==> config.mk <==
export PLATFORM = sky130hd
export DESIGN_NAME = eel_top
export DESIGN_NICKNAME = d
export VERILOG_FILES = /design/src/design/eel_pkg.sv /design/src/design/eel_top.sv /design/src/design/eel_wait_timer.sv
export SDC_FILE = /design/constraint.sdc
export NUM_CORES = 1
export LEC_CHECK = 0
export BUFFER_PORTS_ARGS = -buffer_cell sky130_fd_sc_hd__clkbuf_2
export CAP_MARGIN = 20
export CORE_ASPECT_RATIO = 0.9
export CORE_MARGIN = 8
export CORE_UTILIZATION = 35
export DETAILED_ROUTE_END_ITERATION = 6
export PLACE_DENSITY = 0.67
export SLEW_MARGIN = 20
export SYNTH_ARGS = -nofsm -noshare
export SYNTH_HDL_FRONTEND = slang
export SYNTH_SLANG_ARGS = --single-unit
==> constraint.sdc <==
create_clock -name clk -period 4.81 [get_ports clk]
set_clock_uncertainty 0.05 [all_clocks]
set_input_delay 0.481 -clock clk [delete_from_list [all_inputs] [get_ports clk]]
set_output_delay 0.481 -clock clk [all_outputs]
set_load 0.05 [all_outputs]
==> src/design/eel_pkg.sv <==
// package: register map, field positions, reset values and timing for the eee lpi block
package eel_pkg;
  localparam logic [11:0] ADDR_STATUS    = 12'h0E4;
  localparam logic [11:0] ADDR_RECOVERY  = 12'h0E6;
  localparam logic [11:0] ADDR_BUFCTL    = 12'h0E7;
  // byte addresses on apb: each register in its own aligned word (index * 4)
  localparam logic [13:0] BADDR_STATUS   = {ADDR_STATUS, 2'b00};
  localparam logic [13:0] BADDR_RECOVERY = {ADDR_RECOVERY, 2'b00};
  localparam logic [13:0] BADDR_BUFCTL   = {ADDR_BUFCTL, 2'b00};

  localparam int B_HW_EEE       = 14;
  localparam int B_TX_LPI_LATCH = 13;
  localparam int B_TX_LPI_LIVE  = 12;
  localparam int B_RX_LPI_LATCH = 11;
  localparam int B_RX_LPI_LIVE  = 10;
  localparam int B_NP_LOC_ABLE  = 6;
  localparam int B_NP_LOC       = 5;
  localparam int B_PD_FAULT     = 4;
  localparam int B_LP_NP_ABLE   = 3;
  localparam int B_NP_ABLE      = 2;
  localparam int B_PAGE_RX      = 1;
  localparam int B_LP_AN_ABLE   = 0;
  localparam int B_STAT_RSVD15  = 15;
  localparam int B_TRAFFIC_EN   = 7;
  localparam int B_NP_ENABLE    = 8;

  localparam logic [7:0] RECOVERY_RST  = 8'h27;
  localparam logic [5:0] THRESH_RST    = 6'h08;
  localparam logic       TRAFFIC_RST   = 1'b0;
  localparam logic       NP_ENABLE_RST = 1'b1;
  localparam logic [1:0] RSVD98_RST    = 2'h0;
  localparam logic       RSVD15_RST    = 1'b1;

  localparam int CLK_PERIOD_PS  = 8000;
  localparam int UNIT_PS        = 640000;
  // one recovery count unit in clocks (640 ns / 8 ns)
  localparam int UNIT_CYC       = (UNIT_PS + CLK_PERIOD_PS - 1) / CLK_PERIOD_PS;
  localparam int BUF_UNIT_BYTES = 512;

  typedef struct packed {
    logic hw_eee_en;
    logic tx_lpi;
    logic rx_lpi;
    logic pd_fault;
    logic lp_np_able;
    logic page_rx;
    logic lp_an_able;
  } eel_phy_stat_t;

  typedef struct packed {
    logic        lpi_req;
    logic        traffic;
    logic        lpi_exit;
    logic [15:0] buf_used;
  } eel_mac_in_t;
endpackage

==> src/design/eel_top.sv <==
// top: eee lpi status/control register bank on apb with lpi request gating
//
// Summary of operation
// - in fiber mode eee and live lpi status read zero, lpi latches do not set (a held one stays), and lpi is held off.
// - bit 14 shows 100base-tx eee enabled by hardware next-page exchange.
// - bit 13 latches tx pcs lpi seen; cleared by writing one.
// - bit 12 shows tx pcs lpi live, no latching.
// - bit 11 latches rx pcs lpi seen; cleared by writing one.
// - bit 10 shows rx pcs lpi live, no latching.
// - bit 6 read-only one: next-page location given by bit 5.
// - bit 5 read-only one: next pages go to dedicated receive register.
// - bit 4 latches parallel detection fault, cleared by reading the register.
// - bit 3 shows link partner next-page ability.
// - bit 2 shows local next-page ability, default one.
// - bit 1 latches when a new page arrives from the link partner.
// - bit 0 shows link partner auto-negotiation ability.
// - after lpi ends, transmit is held for count times 640 ns, default 0x27.
// - control bit 7 set lets input traffic cancel a pending lpi request.
// - buffer usage above 6-bit threshold of 512-byte units ends lpi.
// - next-page enable bit 8 cleared skips next-page exchange, disabling eee.
`timescale 1ns/1ps
`default_nettype none
module eel_top #(
  parameter int UNIT_CYC = eel_pkg::UNIT_CYC
) (
  input  wire logic                   clk,
  input  wire logic                   rst_n,
  input  wire logic                   psel,
  input  wire logic                   penable,
  input  wire logic                   pwrite,
  input  wire logic [13:0]            paddr,
  input  wire logic [31:0]            pwdata,
  input  wire logic [3:0]             pstrb,
  output logic      [31:0]            prdata,
  output logic                        pready,
  output logic                        pslverr,
  input  wire logic                   fiber_mode,
  input  wire eel_pkg::eel_phy_stat_t phy_stat,
  input  wire eel_pkg::eel_mac_in_t   mac_in,
  output logic                        lpi_req_out,
  output logic                        tx_hold,
  output logic                        np_enable
);
  logic        tx_lat_r;
  logic        rx_lat_r;
  logic        pd_lat_r;
  logic        pg_lat_r;
  logic [7:0]  recovery_r;
  logic [5:0]  thresh_r;
  logic        traffic_en_r;
  logic        np_en_r;
  logic [1:0]  rsvd98_r;
  logic        rsvd15_r;
  logic        lpi_prev_r;
  logic        access;
  logic        wr;
  logic        rd;
  logic        copper;
  logic [15:0] status_word;
  logic [31:0] rdata_nxt;
  logic        mapped;
  logic        timer_busy;
  logic        lpi_exit_ev;
  logic        buf_over;
  logic [15:0] hold_len_r;
  logic [15:0] hold_want_r;

  // one-word-per-register decode, used by reads and writes alike
  function automatic logic hit(input logic [13:0] a, input logic [13:0] base);
    return a == base;
  endfunction

  assign access = psel && penable && pready;
  assign wr     = access && pwrite;
  assign rd     = access && !pwrite;
  assign copper = !fiber_mode;
  assign mapped = hit(paddr, eel_pkg::BADDR_STATUS) || hit(paddr, eel_pkg::BADDR_RECOVERY)
               || hit(paddr, eel_pkg::BADDR_BUFCTL);

  // pready rises in the access phase: one wait state per transfer
  always_ff @(posedge clk or negedge rst_n) begin
    if (!rst_n) begin
      pready  <= 1'b0;
      pslverr <= 1'b0;
    end else begin
      pready  <= psel && penable && !pready;
      pslverr <= psel && penable && !pready && !mapped;
    end
  end

  // status word assembly; fiber mode blanks bit 14 and the live lpi bits, not the lpi latches
  always_comb begin
    status_word                          = 16'h0000;
    status_word[eel_pkg::B_STAT_RSVD15]  = rsvd15_r;
    status_word[9:8]                     = rsvd98_r;
    status_word[eel_pkg::B_HW_EEE]       = copper && phy_stat.hw_eee_en;
    status_word[eel_pkg::B_TX_LPI_LATCH] = tx_lat_r;
    status_word[eel_pkg::B_TX_LPI_LIVE]  = copper && phy_stat.tx_lpi;
    status_word[eel_pkg::B_RX_LPI_LATCH] = rx_lat_r;
    status_word[eel_pkg::B_RX_LPI_LIVE]  = copper && phy_stat.rx_lpi;
    status_word[eel_pkg::B_NP_LOC_ABLE]  = 1'b1;
    status_word[eel_pkg::B_NP_LOC]       = 1'b1;
    status_word[eel_pkg::B_PD_FAULT]     = pd_lat_r;
    status_word[eel_pkg::B_LP_NP_ABLE]   = phy_stat.lp_np_able;
    status_word[eel_pkg::B_NP_ABLE]      = 1'b1;
    status_word[eel_pkg::B_PAGE_RX]      = pg_lat_r;
    status_word[eel_pkg::B_LP_AN_ABLE]   = phy_stat.lp_an_able;
  end

  always_comb begin
    rdata_nxt = 32'h0000_0000;
    if (hit(paddr, eel_pkg::BADDR_STATUS)) begin
      rdata_nxt[15:0] = status_word;
    end else if (hit(paddr, eel_pkg::BADDR_RECOVERY)) begin
      rdata_nxt[7:0] = recovery_r;
    end else if (hit(paddr, eel_pkg::BADDR_BUFCTL)) begin
      rdata_nxt[eel_pkg::B_TRAFFIC_EN] = traffic_en_r;
      rdata_nxt[5:0]                   = thresh_r;
      rdata_nxt[eel_pkg::B_NP_ENABLE]  = np_en_r;
    end
  end

  always_ff @(posedge clk or negedge rst_n) begin
    if (!rst_n) begin
      prdata <= 32'h0000_0000;
    end else if (psel && penable && !pready && !pwrite) begin
      prdata <= rdata_nxt;
    end
  end

  // latched lpi flags: hardware set beats the write-one clear
  always_ff @(posedge clk or negedge rst_n) begin
    if (!rst_n) begin
      tx_lat_r <= 1'b0;
      rx_lat_r <= 1'b0;
    end else begin
      if (copper && phy_stat.tx_lpi) begin
        tx_lat_r <= 1'b1;
      end else if (wr && hit(paddr, eel_pkg::BADDR_STATUS) && pstrb[1]
                   && pwdata[eel_pkg::B_TX_LPI_LATCH]) begin
        tx_lat_r <= 1'b0;
      end
      if (copper && phy_stat.rx_lpi) begin
        rx_lat_r <= 1'b1;
      end else if (wr && hit(paddr, eel_pkg::BADDR_STATUS) && pstrb[1]
                   && pwdata[eel_pkg::B_RX_LPI_LATCH]) begin
        rx_lat_r <= 1'b0;
      end
    end
  end

  // read-clear flags: a new event in the read cycle stays set
  always_ff @(posedge clk or negedge rst_n) begin
    if (!rst_n) begin
      pd_lat_r <= 1'b0;
      pg_lat_r <= 1'b0;
    end else begin
      if (phy_stat.pd_fault) begin
        pd_lat_r <= 1'b1;
      end else if (rd && hit(paddr, eel_pkg::BADDR_STATUS)) begin
        pd_lat_r <= 1'b0;
      end
      if (phy_stat.page_rx) begin
        pg_lat_r <= 1'b1;
      end else if (rd && hit(paddr, eel_pkg::BADDR_STATUS)) begin
        pg_lat_r <= 1'b0;
      end
    end
  end

  // writable control fields, byte-lane qualified
  always_ff @(posedge clk or negedge rst_n) begin
    if (!rst_n) begin
      recovery_r   <= eel_pkg::RECOVERY_RST;
      thresh_r     <= eel_pkg::THRESH_RST;
      traffic_en_r <= eel_pkg::TRAFFIC_RST;
      np_en_r      <= eel_pkg::NP_ENABLE_RST;
      rsvd98_r     <= eel_pkg::RSVD98_RST;
      rsvd15_r     <= eel_pkg::RSVD15_RST;
    end else if (wr) begin
      if (hit(paddr, eel_pkg::BADDR_STATUS) && pstrb[1]) begin
        rsvd98_r <= pwdata[9:8];
        rsvd15_r <= pwdata[eel_pkg::B_STAT_RSVD15];
      end
      if (hit(paddr, eel_pkg::BADDR_RECOVERY) && pstrb[0]) begin
        recovery_r <= pwdata[7:0];
      end
      if (hit(paddr, eel_pkg::BADDR_BUFCTL) && pstrb[0]) begin
        traffic_en_r <= pwdata[eel_pkg::B_TRAFFIC_EN];
        thresh_r     <= pwdata[5:0];
      end
      if (hit(paddr, eel_pkg::BADDR_BUFCTL) && pstrb[1]) begin
        np_en_r <= pwdata[eel_pkg::B_NP_ENABLE];
      end
    end
  end

  // buffer usage in bytes compared with threshold times 512
  assign buf_over = mac_in.buf_used > (16'(thresh_r) * 16'(eel_pkg::BUF_UNIT_BYTES));

  // lpi request gating; fiber mode, np disabled, overload or traffic cancel it
  always_ff @(posedge clk or negedge rst_n) begin
    if (!rst_n) begin
      lpi_req_out <= 1'b0;
      np_enable   <= eel_pkg::NP_ENABLE_RST;
      lpi_prev_r  <= 1'b0;
    end else begin
      np_enable   <= np_en_r;
      lpi_req_out <= mac_in.lpi_req && copper && np_en_r && !buf_over
                   && !(traffic_en_r && mac_in.traffic);
      lpi_prev_r  <= lpi_req_out;
    end
  end

  assign lpi_exit_ev = (lpi_prev_r && !lpi_req_out) || mac_in.lpi_exit;

  eel_wait_timer #(
    .UNIT_CYC (UNIT_CYC)
  ) u_timer (
    .clk   (clk),
    .rst_n (rst_n),
    .start (lpi_exit_ev),
    .units (recovery_r),
    .busy  (timer_busy)
  );

  always_ff @(posedge clk or negedge rst_n) begin
    if (!rst_n) begin
      tx_hold <= 1'b0;
    end else begin
      tx_hold <= timer_busy || lpi_exit_ev;
    end
  end

  // length of the running transmit hold; a restart mid-hold begins a new count
  always_ff @(posedge clk or negedge rst_n) begin
    if (!rst_n) begin
      hold_len_r  <= 16'h0000;
      hold_want_r <= 16'h0000;
    end else if (lpi_exit_ev) begin
      hold_len_r  <= 16'h0000;
      hold_want_r <= 16'(recovery_r) * 16'(UNIT_CYC) + 16'h0001;
    end else if (tx_hold) begin
      hold_len_r <= hold_len_r + 16'h0001;
    end
  end

  property p_fiber_blank;
    @(posedge clk) disable iff (!rst_n)
      fiber_mode |=> !lpi_req_out;
  endproperty
  a_fiber_blank: assert property (p_fiber_blank) else $error("lpi request in fiber mode");

  property p_tx_latch;
    @(posedge clk) disable iff (!rst_n)
      (copper && phy_stat.tx_lpi) |=> tx_lat_r;
  endproperty
  a_tx_latch: assert property (p_tx_latch) else $error("tx lpi latch missed");

  property p_rx_hold;
    @(posedge clk) disable iff (!rst_n)
      (rx_lat_r && !wr) |=> rx_lat_r;
  endproperty
  a_rx_hold: assert property (p_rx_hold) else $error("rx lpi latch dropped");

  property p_pd_clear;
    @(posedge clk) disable iff (!rst_n)
      (rd && hit(paddr, eel_pkg::BADDR_STATUS) && !phy_stat.pd_fault) |=> !pd_lat_r;
  endproperty
  a_pd_clear: assert property (p_pd_clear) else $error("fault flag not cleared on read");

  property p_pg_set;
    @(posedge clk) disable iff (!rst_n)
      phy_stat.page_rx |=> pg_lat_r;
  endproperty
  a_pg_set: assert property (p_pg_set) else $error("page received not latched");

  property p_traffic;
    @(posedge clk) disable iff (!rst_n)
      (traffic_en_r && mac_in.traffic) |=> !lpi_req_out;
  endproperty
  a_traffic: assert property (p_traffic) else $error("traffic did not stop lpi");

  property p_buf;
    @(posedge clk) disable iff (!rst_n)
      buf_over |=> !lpi_req_out;
  endproperty
  a_buf: assert property (p_buf) else $error("buffer overload did not end lpi");

  property p_hold;
    @(posedge clk) disable iff (!rst_n)
      (lpi_exit_ev && recovery_r != 8'h00) |=> tx_hold [*2];
  endproperty
  a_hold: assert property (p_hold) else $error("transmit hold too short");

  property p_np;
    @(posedge clk) disable iff (!rst_n)
      !np_en_r |=> (!np_enable && !lpi_req_out);
  endproperty
  a_np: assert property (p_np) else $error("next page disable ignored");

  property p_hold_len;
    @(posedge clk) disable iff (!rst_n)
      $fell(tx_hold) |-> (hold_len_r == hold_want_r);
  endproperty
  a_hold_len: assert property (p_hold_len) else $error("transmit hold length wrong");

  property p_tx_clear;
    @(posedge clk) disable iff (!rst_n)
      (wr && hit(paddr, eel_pkg::BADDR_STATUS) && pstrb[1]
       && pwdata[eel_pkg::B_TX_LPI_LATCH] && !(copper && phy_stat.tx_lpi)) |=> !tx_lat_r;
  endproperty
  a_tx_clear: assert property (p_tx_clear) else $error("tx lpi latch not cleared");

  property p_rx_clear;
    @(posedge clk) disable iff (!rst_n)
      (wr && hit(paddr, eel_pkg::BADDR_STATUS) && pstrb[1]
       && pwdata[eel_pkg::B_RX_LPI_LATCH] && !(copper && phy_stat.rx_lpi)) |=> !rx_lat_r;
  endproperty
  a_rx_clear: assert property (p_rx_clear) else $error("rx lpi latch not cleared");

  property p_rx_set;
    @(posedge clk) disable iff (!rst_n)
      (copper && phy_stat.rx_lpi) |=> rx_lat_r;
  endproperty
  a_rx_set: assert property (p_rx_set) else $error("rx lpi latch missed");

  property p_fiber_latch;
    @(posedge clk) disable iff (!rst_n)
      (fiber_mode && !tx_lat_r && !rx_lat_r) |=> (!tx_lat_r && !rx_lat_r);
  endproperty
  a_fiber_latch: assert property (p_fiber_latch) else $error("lpi latch set in fiber mode");

  property p_pg_clear;
    @(posedge clk) disable iff (!rst_n)
      (rd && hit(paddr, eel_pkg::BADDR_STATUS) && !phy_stat.page_rx) |=> !pg_lat_r;
  endproperty
  a_pg_clear: assert property (p_pg_clear) else $error("page flag not cleared on read");

  property p_pd_set;
    @(posedge clk) disable iff (!rst_n)
      phy_stat.pd_fault |=> pd_lat_r;
  endproperty
  a_pd_set: assert property (p_pd_set) else $error("fault not latched");

  property p_const_bits;
    @(posedge clk) disable iff (!rst_n)
      (rd && hit(paddr, eel_pkg::BADDR_STATUS)) |-> (prdata[6:5] == 2'b11 && prdata[2]);
  endproperty
  a_const_bits: assert property (p_const_bits) else $error("constant status bits wrong");
endmodule
`default_nettype wire

==> src/design/eel_wait_timer.sv <==
// recovery wait timer: counts programmed 640 ns units after lpi ends
`timescale 1ns/1ps
`default_nettype none
module eel_wait_timer #(
  parameter int UNIT_CYC = eel_pkg::UNIT_CYC
) (
  input  wire logic       clk,
  input  wire logic       rst_n,
  input  wire logic       start,
  input  wire logic [7:0] units,
  output logic            busy
);
  localparam int CW = $clog2(UNIT_CYC + 1);
  logic [CW-1:0] cyc_r;
  logic [7:0]    unit_r;

  always_ff @(posedge clk or negedge rst_n) begin
    if (!rst_n) begin
      cyc_r  <= '0;
      unit_r <= 8'h00;
      busy   <= 1'b0;
    end else if (start) begin
      cyc_r  <= CW'(UNIT_CYC - 1);
      unit_r <= units;
      busy   <= (units != 8'h00);
    end else if (busy) begin
      if (cyc_r != '0) begin
        cyc_r <= cyc_r - CW'(1);
      end else if (unit_r <= 8'h01) begin
        busy   <= 1'b0;
        unit_r <= 8'h00;
      end else begin
        unit_r <= unit_r - 8'h01;
        cyc_r  <= CW'(UNIT_CYC - 1);
      end
    end
  end
endmodule
`default_nettype wire

==> results of run 1 <==
[cell type report]
class,count,area (um2)
fillers,908,5100
clock buffers,9,124
inverters,15,56.3
repair buffers,83,420
multi-input cells,221,1490
flip-flops and latches,61,1540
well taps,122,153
clock inverters,7,124
[state kept, by name (all words and copies together), names as in the netlist]
| register | cells |
|---|---|
| pg_lat_r | 1 |
| u_timer.busy | 1 |
| rx_lat_r | 1 |
| u_timer.cyc_r | 7 |
| pd_lat_r | 1 |
| rsvd15_r | 1 |
| rsvd98_r | 2 |
| recovery_r | 8 |
| pready | 1 |
| np_en_r | 1 |
| lpi_req_out | 1 |
| pslverr | 1 |
| lpi_prev_r | 1 |
| prdata | 16 |
| tx_hold | 1 |
| u_timer.unit_r | 8 |
| traffic_en_r | 1 |
| tx_lat_r | 1 |
| thresh_r | 6 |
| np_enable | 1 |
[worst max-delay path, cell delays in order]
cell and delay [ns]:
clkbuf_2 0.08, nor4bb_1 0.30, nand3_1 0.46, or2_4 0.44, nor2_2 0.39, mux2_2 0.39
[worst paths after layout]
check,depth (start not counted),endpoint,start
setup / recovery,6,thresh_r[0],paddr[7]
hold / removal,1,lpi_prev_r,rst_n
setup reg to reg,7,u_timer.cyc_r[4],u_timer.unit_r[0]
hold reg to reg,0,np_enable,np_en_r
max in group asynchronous,2,np_enable,rst_n
min in group clk,2,pd_lat_r,phy_stat[3]
[metrics by stage]
step	cells	hold WS, ns	cell area [um2]	utilization, %	worst slack, ns
floorplan	324	0.135	3240	-	2.80
global placement	502	0.327	3650	40.6	2.03
detailed placement	502	0.330	3650	40.6	2.04
CTS	518	0.0354	3900	43.4	2.41
global route	518	0.0403	3900	43.4	2.22
finish	518	0.0270	3900	43.4	2.43
[cells by family after synthesis]
family	after synthesis	synth area share [%]
buffers and inverters	42	6.83
DFF	61	48.2
adders and majority gates	10	3.93
other	1	0.118
xor gates and xnor gates	1	0.275
AOI/OAI and AO/OA	63	13.7
muxes	30	10.1
and+or+nand+nor	101	16.8
[power groups by stage]
stage	clock, W	sequential (W)	combinational (W)
2_1_floorplan	0	0.000542	0.0000832
3_3_place_gp	0	0.000538	0.000126
3_5_place_dp	0	0.000538	0.000128
4_1_cts	0.000574	0.000529	0.000129
5_1_grt	0.000596	0.000530	0.000141
6_report	0.000562	0.000529	0.000128
[synthesized netlist by cell type, types with 2 or more instances]
master	instances
nor2_1	22
mux2_2	18
nand2_1	25
nor3_1	9
nand3_1	6
nor4_1	6
nand4_1	2
clkbuf_1	11
o21ai_0	5
and3_1	3
o41ai_1	2
a22o_1	8
nand2b_1	4
nor2b_1	5
and2_1	2
dfstp_2	8
dfrtp_1	53
nor4bb_1	2
o211ai_1	2
o22a_1	3
ha_1	10
or2_2	2
a31oi_1	5
a211oi_1	3
a21o_1	9
o31ai_1	6
or3_1	4
mux2i_1	12
inv_1	15
buf_4	16
a21oi_1	15
[routing by layer]
metal  up-vias  share of wire, %  GRT usage, %
li1       1246                 -             -
met1      1222                44          16.3
met2        84                48          20.9
met3         8               6.8          4.42
met4         0               1.0          4.75
met5         -                 0             0
[cells in the final DEF, fill, tap and decap left out, types with 3 or more instances in the layout]
cell       instances
nand2_1           25
nor2_1            22
dfrtp_1           53
conb_1            16
clkbuf_8           9
clkinv_4           3
a21oi_1           15
a211oi_1           3
a31oi_1            5
clkbuf_2          81
a22o_1             8
o22a_1             3
nor2b_1            5
and3_1             3
o31ai_1            6
mux2i_1           12
nand2b_1           4
or3_1              4
a21o_1             9
ha_1              10
dfstp_2            8
nor3_1             9
bufinv_16          3
nand3_1            6
inv_1             15
o21ai_0            5
nor4_1             6
mux2_2            18
==> results.tsv, run 1 <==
metric	value	unit
outcome	finished clean	
# resized after CTS	0	
Internal Power	0.000908	W
top-area cell type share of the netlist area	41.6	%
drc violations	0	
Tcrit/Tclk final	49.4	%
drt initial violations	85	
Slew Viols, Final	0	
total core area	9000	um2
Nets	483	
Worst EP required	4.98	ns
CTS tree	done	
Final min period	2.38	ns
die width	117	um
Area growth syn-to-layout	22.5	%
H-tree depth	3	
drt total wl	7.95	mm
Placer Congestion	0.786	
DP HPWL	6.12	mm
YS warnings	0	
final setup violation count	0	
overall power	0.00122	W
cts hold-fix bufs	0	
final number of hold-violating endpoints	0	
synth top area cells	dfrtp_1 (42%), dfstp_2 (6.6%), mux2_2 (6.4%), ha_1 (3.9%), mux2i_1 (3.8%)	
Clock Latency Late Sink	0.34	ns
root buffer cell	clkbuf_8	
via count	2560	
reg2reg setup slack	2.75	ns
GR Util All Layers	13.2	%
Max Fanout on Critical Path	13	
Ant. Diodes	0	
CTS Buffer Depth	2	
Yosys reg bits	61	
cell accounting for the most synthesized area	dfrtp_1	
Routed Antenna Nets	0	
vias in the first global route	2638	
# clock sinks	61	
Pre-antenna DRT Iters	4	
worst hold path type	input pin to asynchronous set/reset pin	
share of layout cells above drive strength 1	33.3	%
worst setup path class	input pin to register	
Mean Syn Cell Area	10.3	um2
initial antenna violation count	0	
Initial Util	35.4	%
Die ar.	12400	um2
Vert. Die Dim	107	um
CP Capture Type	register	
switching pwr	0.000310	W
Cell variety after synth	47	
clock share of power	46.1	%
Rows	33	
fmax	0.421	GHz
setup TNS	0	ns
Ports	119	
Max-slew headroom	41.5	%
# Max-Cap Violations	0	
critical path arrival	2.55	ns
top_reg_cell synth	dfrtp_1	
sequential power share	43.4	%
FFs w/ async S/R, synth	100	%
P per Cell Area	312	nW/um2
post-DR vias/cell	4.94	
Num CTS Buffers	9	
Avg WL per Cell	15.3	um
clock-pin slew on the worst setup and hold paths	0.07	ns
RSZ-0062 raised after global routing	false	
register area share after synthesis	48.2	%
Mapped Cells	309	
Mapped Area	3190	um2
grt total ovfl	0	
worst-margin pin slew	0.878	ns
combinational share of power	10.5	%
EDFF count, synth	0	
first-pass GRT wire length	13.0	mm
switch share	25.4	%
Static Leak	1.89	nW
pin count of the biggest net entering global routing	45	
VDD IR-drop max	0.144	mV
IO buf count	81	
post-CTS setup buffer count	0	
element type at the critical path start	input pin	
(Power assumes the default switching activity.)
==> run 2, diff against run 1 <==
ABC_AREA = 1   (was unset)
PLACE_DENSITY = 0.68   (was 0.67)
clock period = 2.1 ns   (was 4.81 ns; I/O delays follow)
==> run 2 against run 1 <==
Area after synthesis increased by 14%. Cell count increased by 34%. Critical path depth increased by 3. Via count increased by 25%. First-iteration DRC count increased by 49%. Clock-buffer cell count increased by 3. Power increased to 2.6 times the previous value. Die area increased by 12%. Sequential power increased by 140%. Non-clock buffer count increased by 3. Global-route usage increased by 0.44 points. Register-to-register slack got worse by 2.5 ns.
==> results.tsv, run 2 <==
metric	value	unit
Final min period	1.84	ns
fin util	43.5	%
worst setup path class	register to register	
clock share of power	46.0	%
switch share	27.0	%
# resized after CTS	0	
Post-Synth Simple-Gate Area	37.1	%
mux contribution to synthesized area	0	%
most frequent cells in the layout	nand2_1 (168), clkbuf_2 (81), nand3_1 (53), dfrtp_1 (53), inv_1 (47)	
die width	123	um
largest family of logic cells by synthesized area	simple AND/OR/NAND/NOR gates	
critical path depth	9	
DP HPWL	7.17	mm
Static Leak	2.45	nW
Rows	35	
total core area	10200	um2
# clock sinks	61	
Initial Util	35.7	%
commonest cells in the netlist	nand2_1 (168), dfrtp_1 (53), nand3_1 (53)	
first-pass GRT wire length	15.5	mm
vias in the first global route	3294	
final number of hold-violating endpoints	0	
cell accounting for the most synthesized area	dfrtp_1	
Synth Area in Adders	3.45	%
hold slack	0.0153	ns
Worst EP required	2.25	ns
setup TNS	0	ns
post-CTS setup buffer count	0	
critical path arrival	1.99	ns
P per Cell Area	729	nW/um2
switching pwr	0.000870	W
H-tree depth	3	
RR Endpoint	u_timer.unit_r[2]	
CP Capture Type	register	
post-DR vias/cell	4.61	
VDD IR-drop max	0.420	mV
synth top area cells	dfrtp_1 (37%), nand2_1 (17%), nand3_1 (7.3%), dfstp_2 (5.8%), inv_1 (4.9%)	
pin count of the biggest net entering global routing	62	
CTS Buffer Depth	2	
GR Util All Layers	13.6	%
CTS tree	done	
most flop-heavy register	prdata	
Slew Viols, Final	0	
worst path cell trace	inv_1, ha_1, inv_1, nor2_2, nand3_4, o21ai_4, o21ai_0, nand2_1, nand2_1	
clock-pin slew on the worst setup and hold paths	0.05	ns
Tcrit/Tclk final	87.7	%
GR Layer Usage met2	22.2	%
Reg2Reg Depth	9	
flip-flop count of the largest register after layout	16	
Cell variety after synth	39	
Ant. Diodes	0	
dpl cell area	4110	um2
via count	3198	
drc violations	0	
commonest non-fill, non-tap cell in the layout	nand2_1	
most common cell in the netlist	nand2_1	
EDFF count, synth	0	
fmax	0.543	GHz
reg-to-reg startpoint	u_timer.cyc_r[0]	
FFs w/ async S/R, synth	100	%
Pre-antenna DRT Iters	5	
CP Capture Point	u_timer.unit_r[2]	
Max Fanout on Critical Path	14	
reg2reg setup slack	0.26	ns
sequential power share	39.6	%
RSZ-0062 raised after global routing	false	
CP peak stage delay	0.37	ns
Worst path slowest cell	dfrtp_1	
initial antenna violation count	0	
Ports	119	
combinational share of power	14.4	%
Regs by FF count	prdata x16, recovery_r x8, u_timer.unit_r x8	
YS warnings	0	
root buffer cell	clkbuf_16	
xor and xnor area share after synthesis	0.725	%
Vert. Die Dim	113	um
Mean Syn Cell Area	7.68	um2
CP startpoint	u_timer.cyc_r[0]	
# Max-Cap Violations	0	
GR peak layer	met2	
share of layout cells above drive strength 1	26.2	%
Yosys reg bits	61	
grt met3 use	3.61	%
Mapped Area	3620	um2
Clock Latency Late Sink	0.32	ns
buffers and inverters on the worst path	2	
drt total wl	9.21	mm
Die ar.	13900	um2
Area growth syn-to-layout	22.0	%
Placer Congestion	0.858	
drt initial violations	127	
element type at the critical path start	register	
Routed Antenna Nets	0	
family with the most delay on the worst path	compound AO/OA/AOI/OAI gates	
M1 GR Usage	16.8	%
grt total ovfl	0	
IO buf count	81	
top-area cell type share of the netlist area	36.6	%
worst hold path type	input pin to register	
outcome	finished clean	
Avg WL per Cell	13.3	um
Nets	651	
Synth Area in Compound Gates	5.77	%
Num CTS Buffers	9	
Mapped Cells	472	
Final Cell Area	4420	um2
Internal Power	0.00235	W
final setup violation count	0	
top_reg_cell synth	dfrtp_1	
cts hold-fix bufs	1	
register area share after synthesis	42.4	%
fill count	1024	
## run 2: worst reg2reg max path: stages, from the launching register on
cell     delay (ns)
dfrtp_1        0.37
inv_1          0.17
ha_1           0.18
inv_1          0.05
nor2_2         0.12
nand3_4        0.14
o21ai_4        0.36
o21ai_0        0.16
nand2_1        0.08
nand2_1        0.05
## run 2: how the worst min path moves through the flow
| stage | start | to | slack (ns) | cells after the start |
|---|---|---|---|---|
| 3_3_place_gp | rst_n | u_timer.cyc_r[4] | 0.20 | 2 |
| 2_1_floorplan | rst_n | lpi_prev_r | -0.14 | 0 |
| 6_report | pwdata[15] | rsvd15_r | 0.02 | 3 |
| 3_5_place_dp | rst_n | u_timer.cyc_r[0] | 0.20 | 2 |
| 5_1_grt | pwdata[15] | rsvd15_r | 0.02 | 3 |
| 4_1_cts | pwdata[15] | rsvd15_r | 0.01 | 3 |
## run 2: logic make-up (layout without fill, tap and decap cells)
group           Yosys count  after routing
flops                    61             61
simple gates            287            287
fa+ha+maj                10             10
xor+xnor                  3              3
other cells               1             16
compound gates           32             32
buf+inv                  78            155
## run 2: final cells by class
cell class                      count  area, um2  area share, %
Clock buffer                       12        256           5.80
Inverter                           53        199           4.50
Clock inverter                      4       47.5           1.08
Tap cell                          129        161           3.65
Multi-Input combinational cell    348       1760           39.9
Timing Repair Buffer               86        458           10.4
Sequential cell                    61       1540           34.7
## run 2: power by group through the flow
stage                     Combinational (W)  Clock, W  Sequential [W]
after floorplan                    0.000314         0         0.00131
after global placement             0.000450         0         0.00129
after detailed placement           0.000462         0         0.00130
after CTS                          0.000465   0.00151         0.00128
after global routing               0.000527   0.00156         0.00128
final                              0.000464   0.00148         0.00128
## run 2: per-layer routing
metal,vias to the layer above,part of all wire (%)
li1,1634,-
met1,1439,45
met2,108,47
met3,17,5.2
met4,0,2.4
met5,-,0
## run 2: per-stage QoR
stage	instances	total power (W)	worst slack, ns
2_1_floorplan	487	0.00162	0.456
4_1_cts	693	0.00325	0.238
6_report	693	0.00322	0.259
3_5_place_dp	676	0.00176	0.273
5_1_grt	693	0.00337	0.0733
3_3_place_gp	676	0.00174	0.338
==> run 3, diff against run 2 <==
CTS_BUF_LIST = sky130_fd_sc_hd__clkbuf_16   (was unset)
==> run 3 against run 2 <==
Clock-buffer cell count down 3. Die area unchanged. Clock power down 5%. Power down 2.5%.
==> results.tsv, run 3 (same netlist as run 2, synthesis figures left out) <==
metric	value	unit
outcome	finished clean	
setup TNS	0	ns
# Max-Cap Violations	0	
Ports	119	
RSZ-0062 raised after global routing	false	
most frequent cells in the layout	nand2_1 (168), clkbuf_2 (81), nand3_1 (53), dfrtp_1 (53), inv_1 (48)	
final setup violation count	0	
overall power	0.00314	W
CTS Buffer Depth	2	
critical path arrival	2.00	ns
Hold Path Origin	pwdata[15]	
post-DR vias/cell	4.61	
multi-input logic area	1760	um2
Initial Util	35.7	%
fill count	1027	
Area growth syn-to-layout	21.5	%
GR Util All Layers	13.6	%
Avg WL per Cell	13.3	um
vias in the first global route	3294	
most flop-heavy register	prdata	
Static Leak	2.44	nW
CP Capture Type	register	
Rows	35	
total core area	10200	um2
Pre-antenna DRT Iters	5	
Sequential cell area	1540	um2
clock-pin slew on the worst setup and hold paths	0.06	ns
CP startpoint	u_timer.cyc_r[0]	
Die ar.	13900	um2
share of layout cells above drive strength 1	25.9	%
VDD IR-drop max	0.419	mV
via count	3194	
Vert. Die Dim	113	um
CTS tree	done	
cell count of the worst hold path	3	
Num CTS Buffers	9	
worst setup path class	register to register	
grt total ovfl	0	
Placer Congestion	0.858	
commonest non-fill, non-tap cell in the layout	nand2_1	
fmax	0.541	GHz
root buffer cell	clkbuf_16	
Max Fanout on Critical Path	14	
Final min period	1.85	ns
final number of hold-violating endpoints	0	
Routed Antenna Nets	0	
Worst EP required	2.25	ns
die width	123	um
Regs by FF count	prdata x16, recovery_r x8, u_timer.unit_r x8	
Placed Instances	676	
worst hold path type	input pin to register	
flip-flop count of the largest register after layout	16	
initial antenna violation count	0	
drc violations	0	
Slew Viols, Final	0	
Tcrit/Tclk final	88.0	%
Clock Latency Late Sink	0.32	ns
H-tree depth	3	
reg2reg setup slack	0.25	ns
Ant. Diodes	0	
Nets	651	
drt initial violations	142	
RR Endpoint	u_timer.unit_r[2]	
DP HPWL	7.17	mm
P per Cell Area	714	nW/um2
Reg2Reg Depth	9	
pin count of the biggest net entering global routing	62	
element type at the critical path start	register	
# clock sinks	61	
post-CTS setup buffer count	0	
first-pass GRT wire length	15.5	mm
CP Capture Point	u_timer.unit_r[2]	
final std cells w/o fill	693	
drt total wl	9.22	mm
IO buf count	81	
reg-to-reg startpoint	u_timer.cyc_r[0]	
==> run 3: worst min-delay path by stage <==
stage / to / slack (ns)
2_1_floorplan: lpi_prev_r / -0.14
3_3_place_gp: u_timer.cyc_r[4] / 0.20
3_5_place_dp: u_timer.cyc_r[0] / 0.20
4_1_cts: rsvd15_r / 0.01
5_1_grt: rsvd15_r / 0.02
6_report: rsvd15_r / 0.01
==> run 3: metrics by stage <==
stage	utilization [%]	worst slack, ns	instance area, um2	hold slack, ns
detailed placement	40.4	0.273	4110	0.200
global placement	40.4	0.338	4110	0.200
CTS	43.3	0.238	4400	0.0104
global route	43.3	0.0733	4400	0.0221
floorplan	-	0.456	3680	-0.136
finish	43.3	0.253	4400	0.0149
==> run 3: what timing repair did <==
item,4_1_cts,5_1_grt
hold endpoints to repair,53,0
hold buffers,1,0
resized for setup,0,0
==> run 3: cell type report <==
cell class              instances  area share (%)
clock buffers                   9            5.12
clock inverters                 7            1.34
multi-input cells             348            40.1
flip-flops and latches         61            34.9
inverters                      53            4.52
repair buffers                 86            10.4
well taps                     129            3.67
==> run 3: worst max-delay path, stage by stage, from the launching register on <==
cell,delay (ns)
dfrtp_1,0.37
inv_1,0.17
ha_1,0.18
inv_1,0.05
nor2_2,0.12
nand3_4,0.14
o21ai_4,0.35
o21ai_0,0.17
nand2_1,0.08
nand2_1,0.05
==> run 3: metal layers <==
layer	part of all wire, %	routed length, um	track usage (%)
met5	0	0	0
met3	5.1	470	3.61
met1	45	4190	16.8
met4	2.4	217	5.05
met2	47	4350	22.2
==> run 3: power by group <==
| group | switching, W | total [W] | internal, W |
|---|---|---|---|
| combinational | 0.000319 | 0.000463 | 0.000145 |
| clock | 0.000503 | 0.00140 | 0.000900 |
| sequential | 0.0000474 | 0.00128 | 0.00123 |
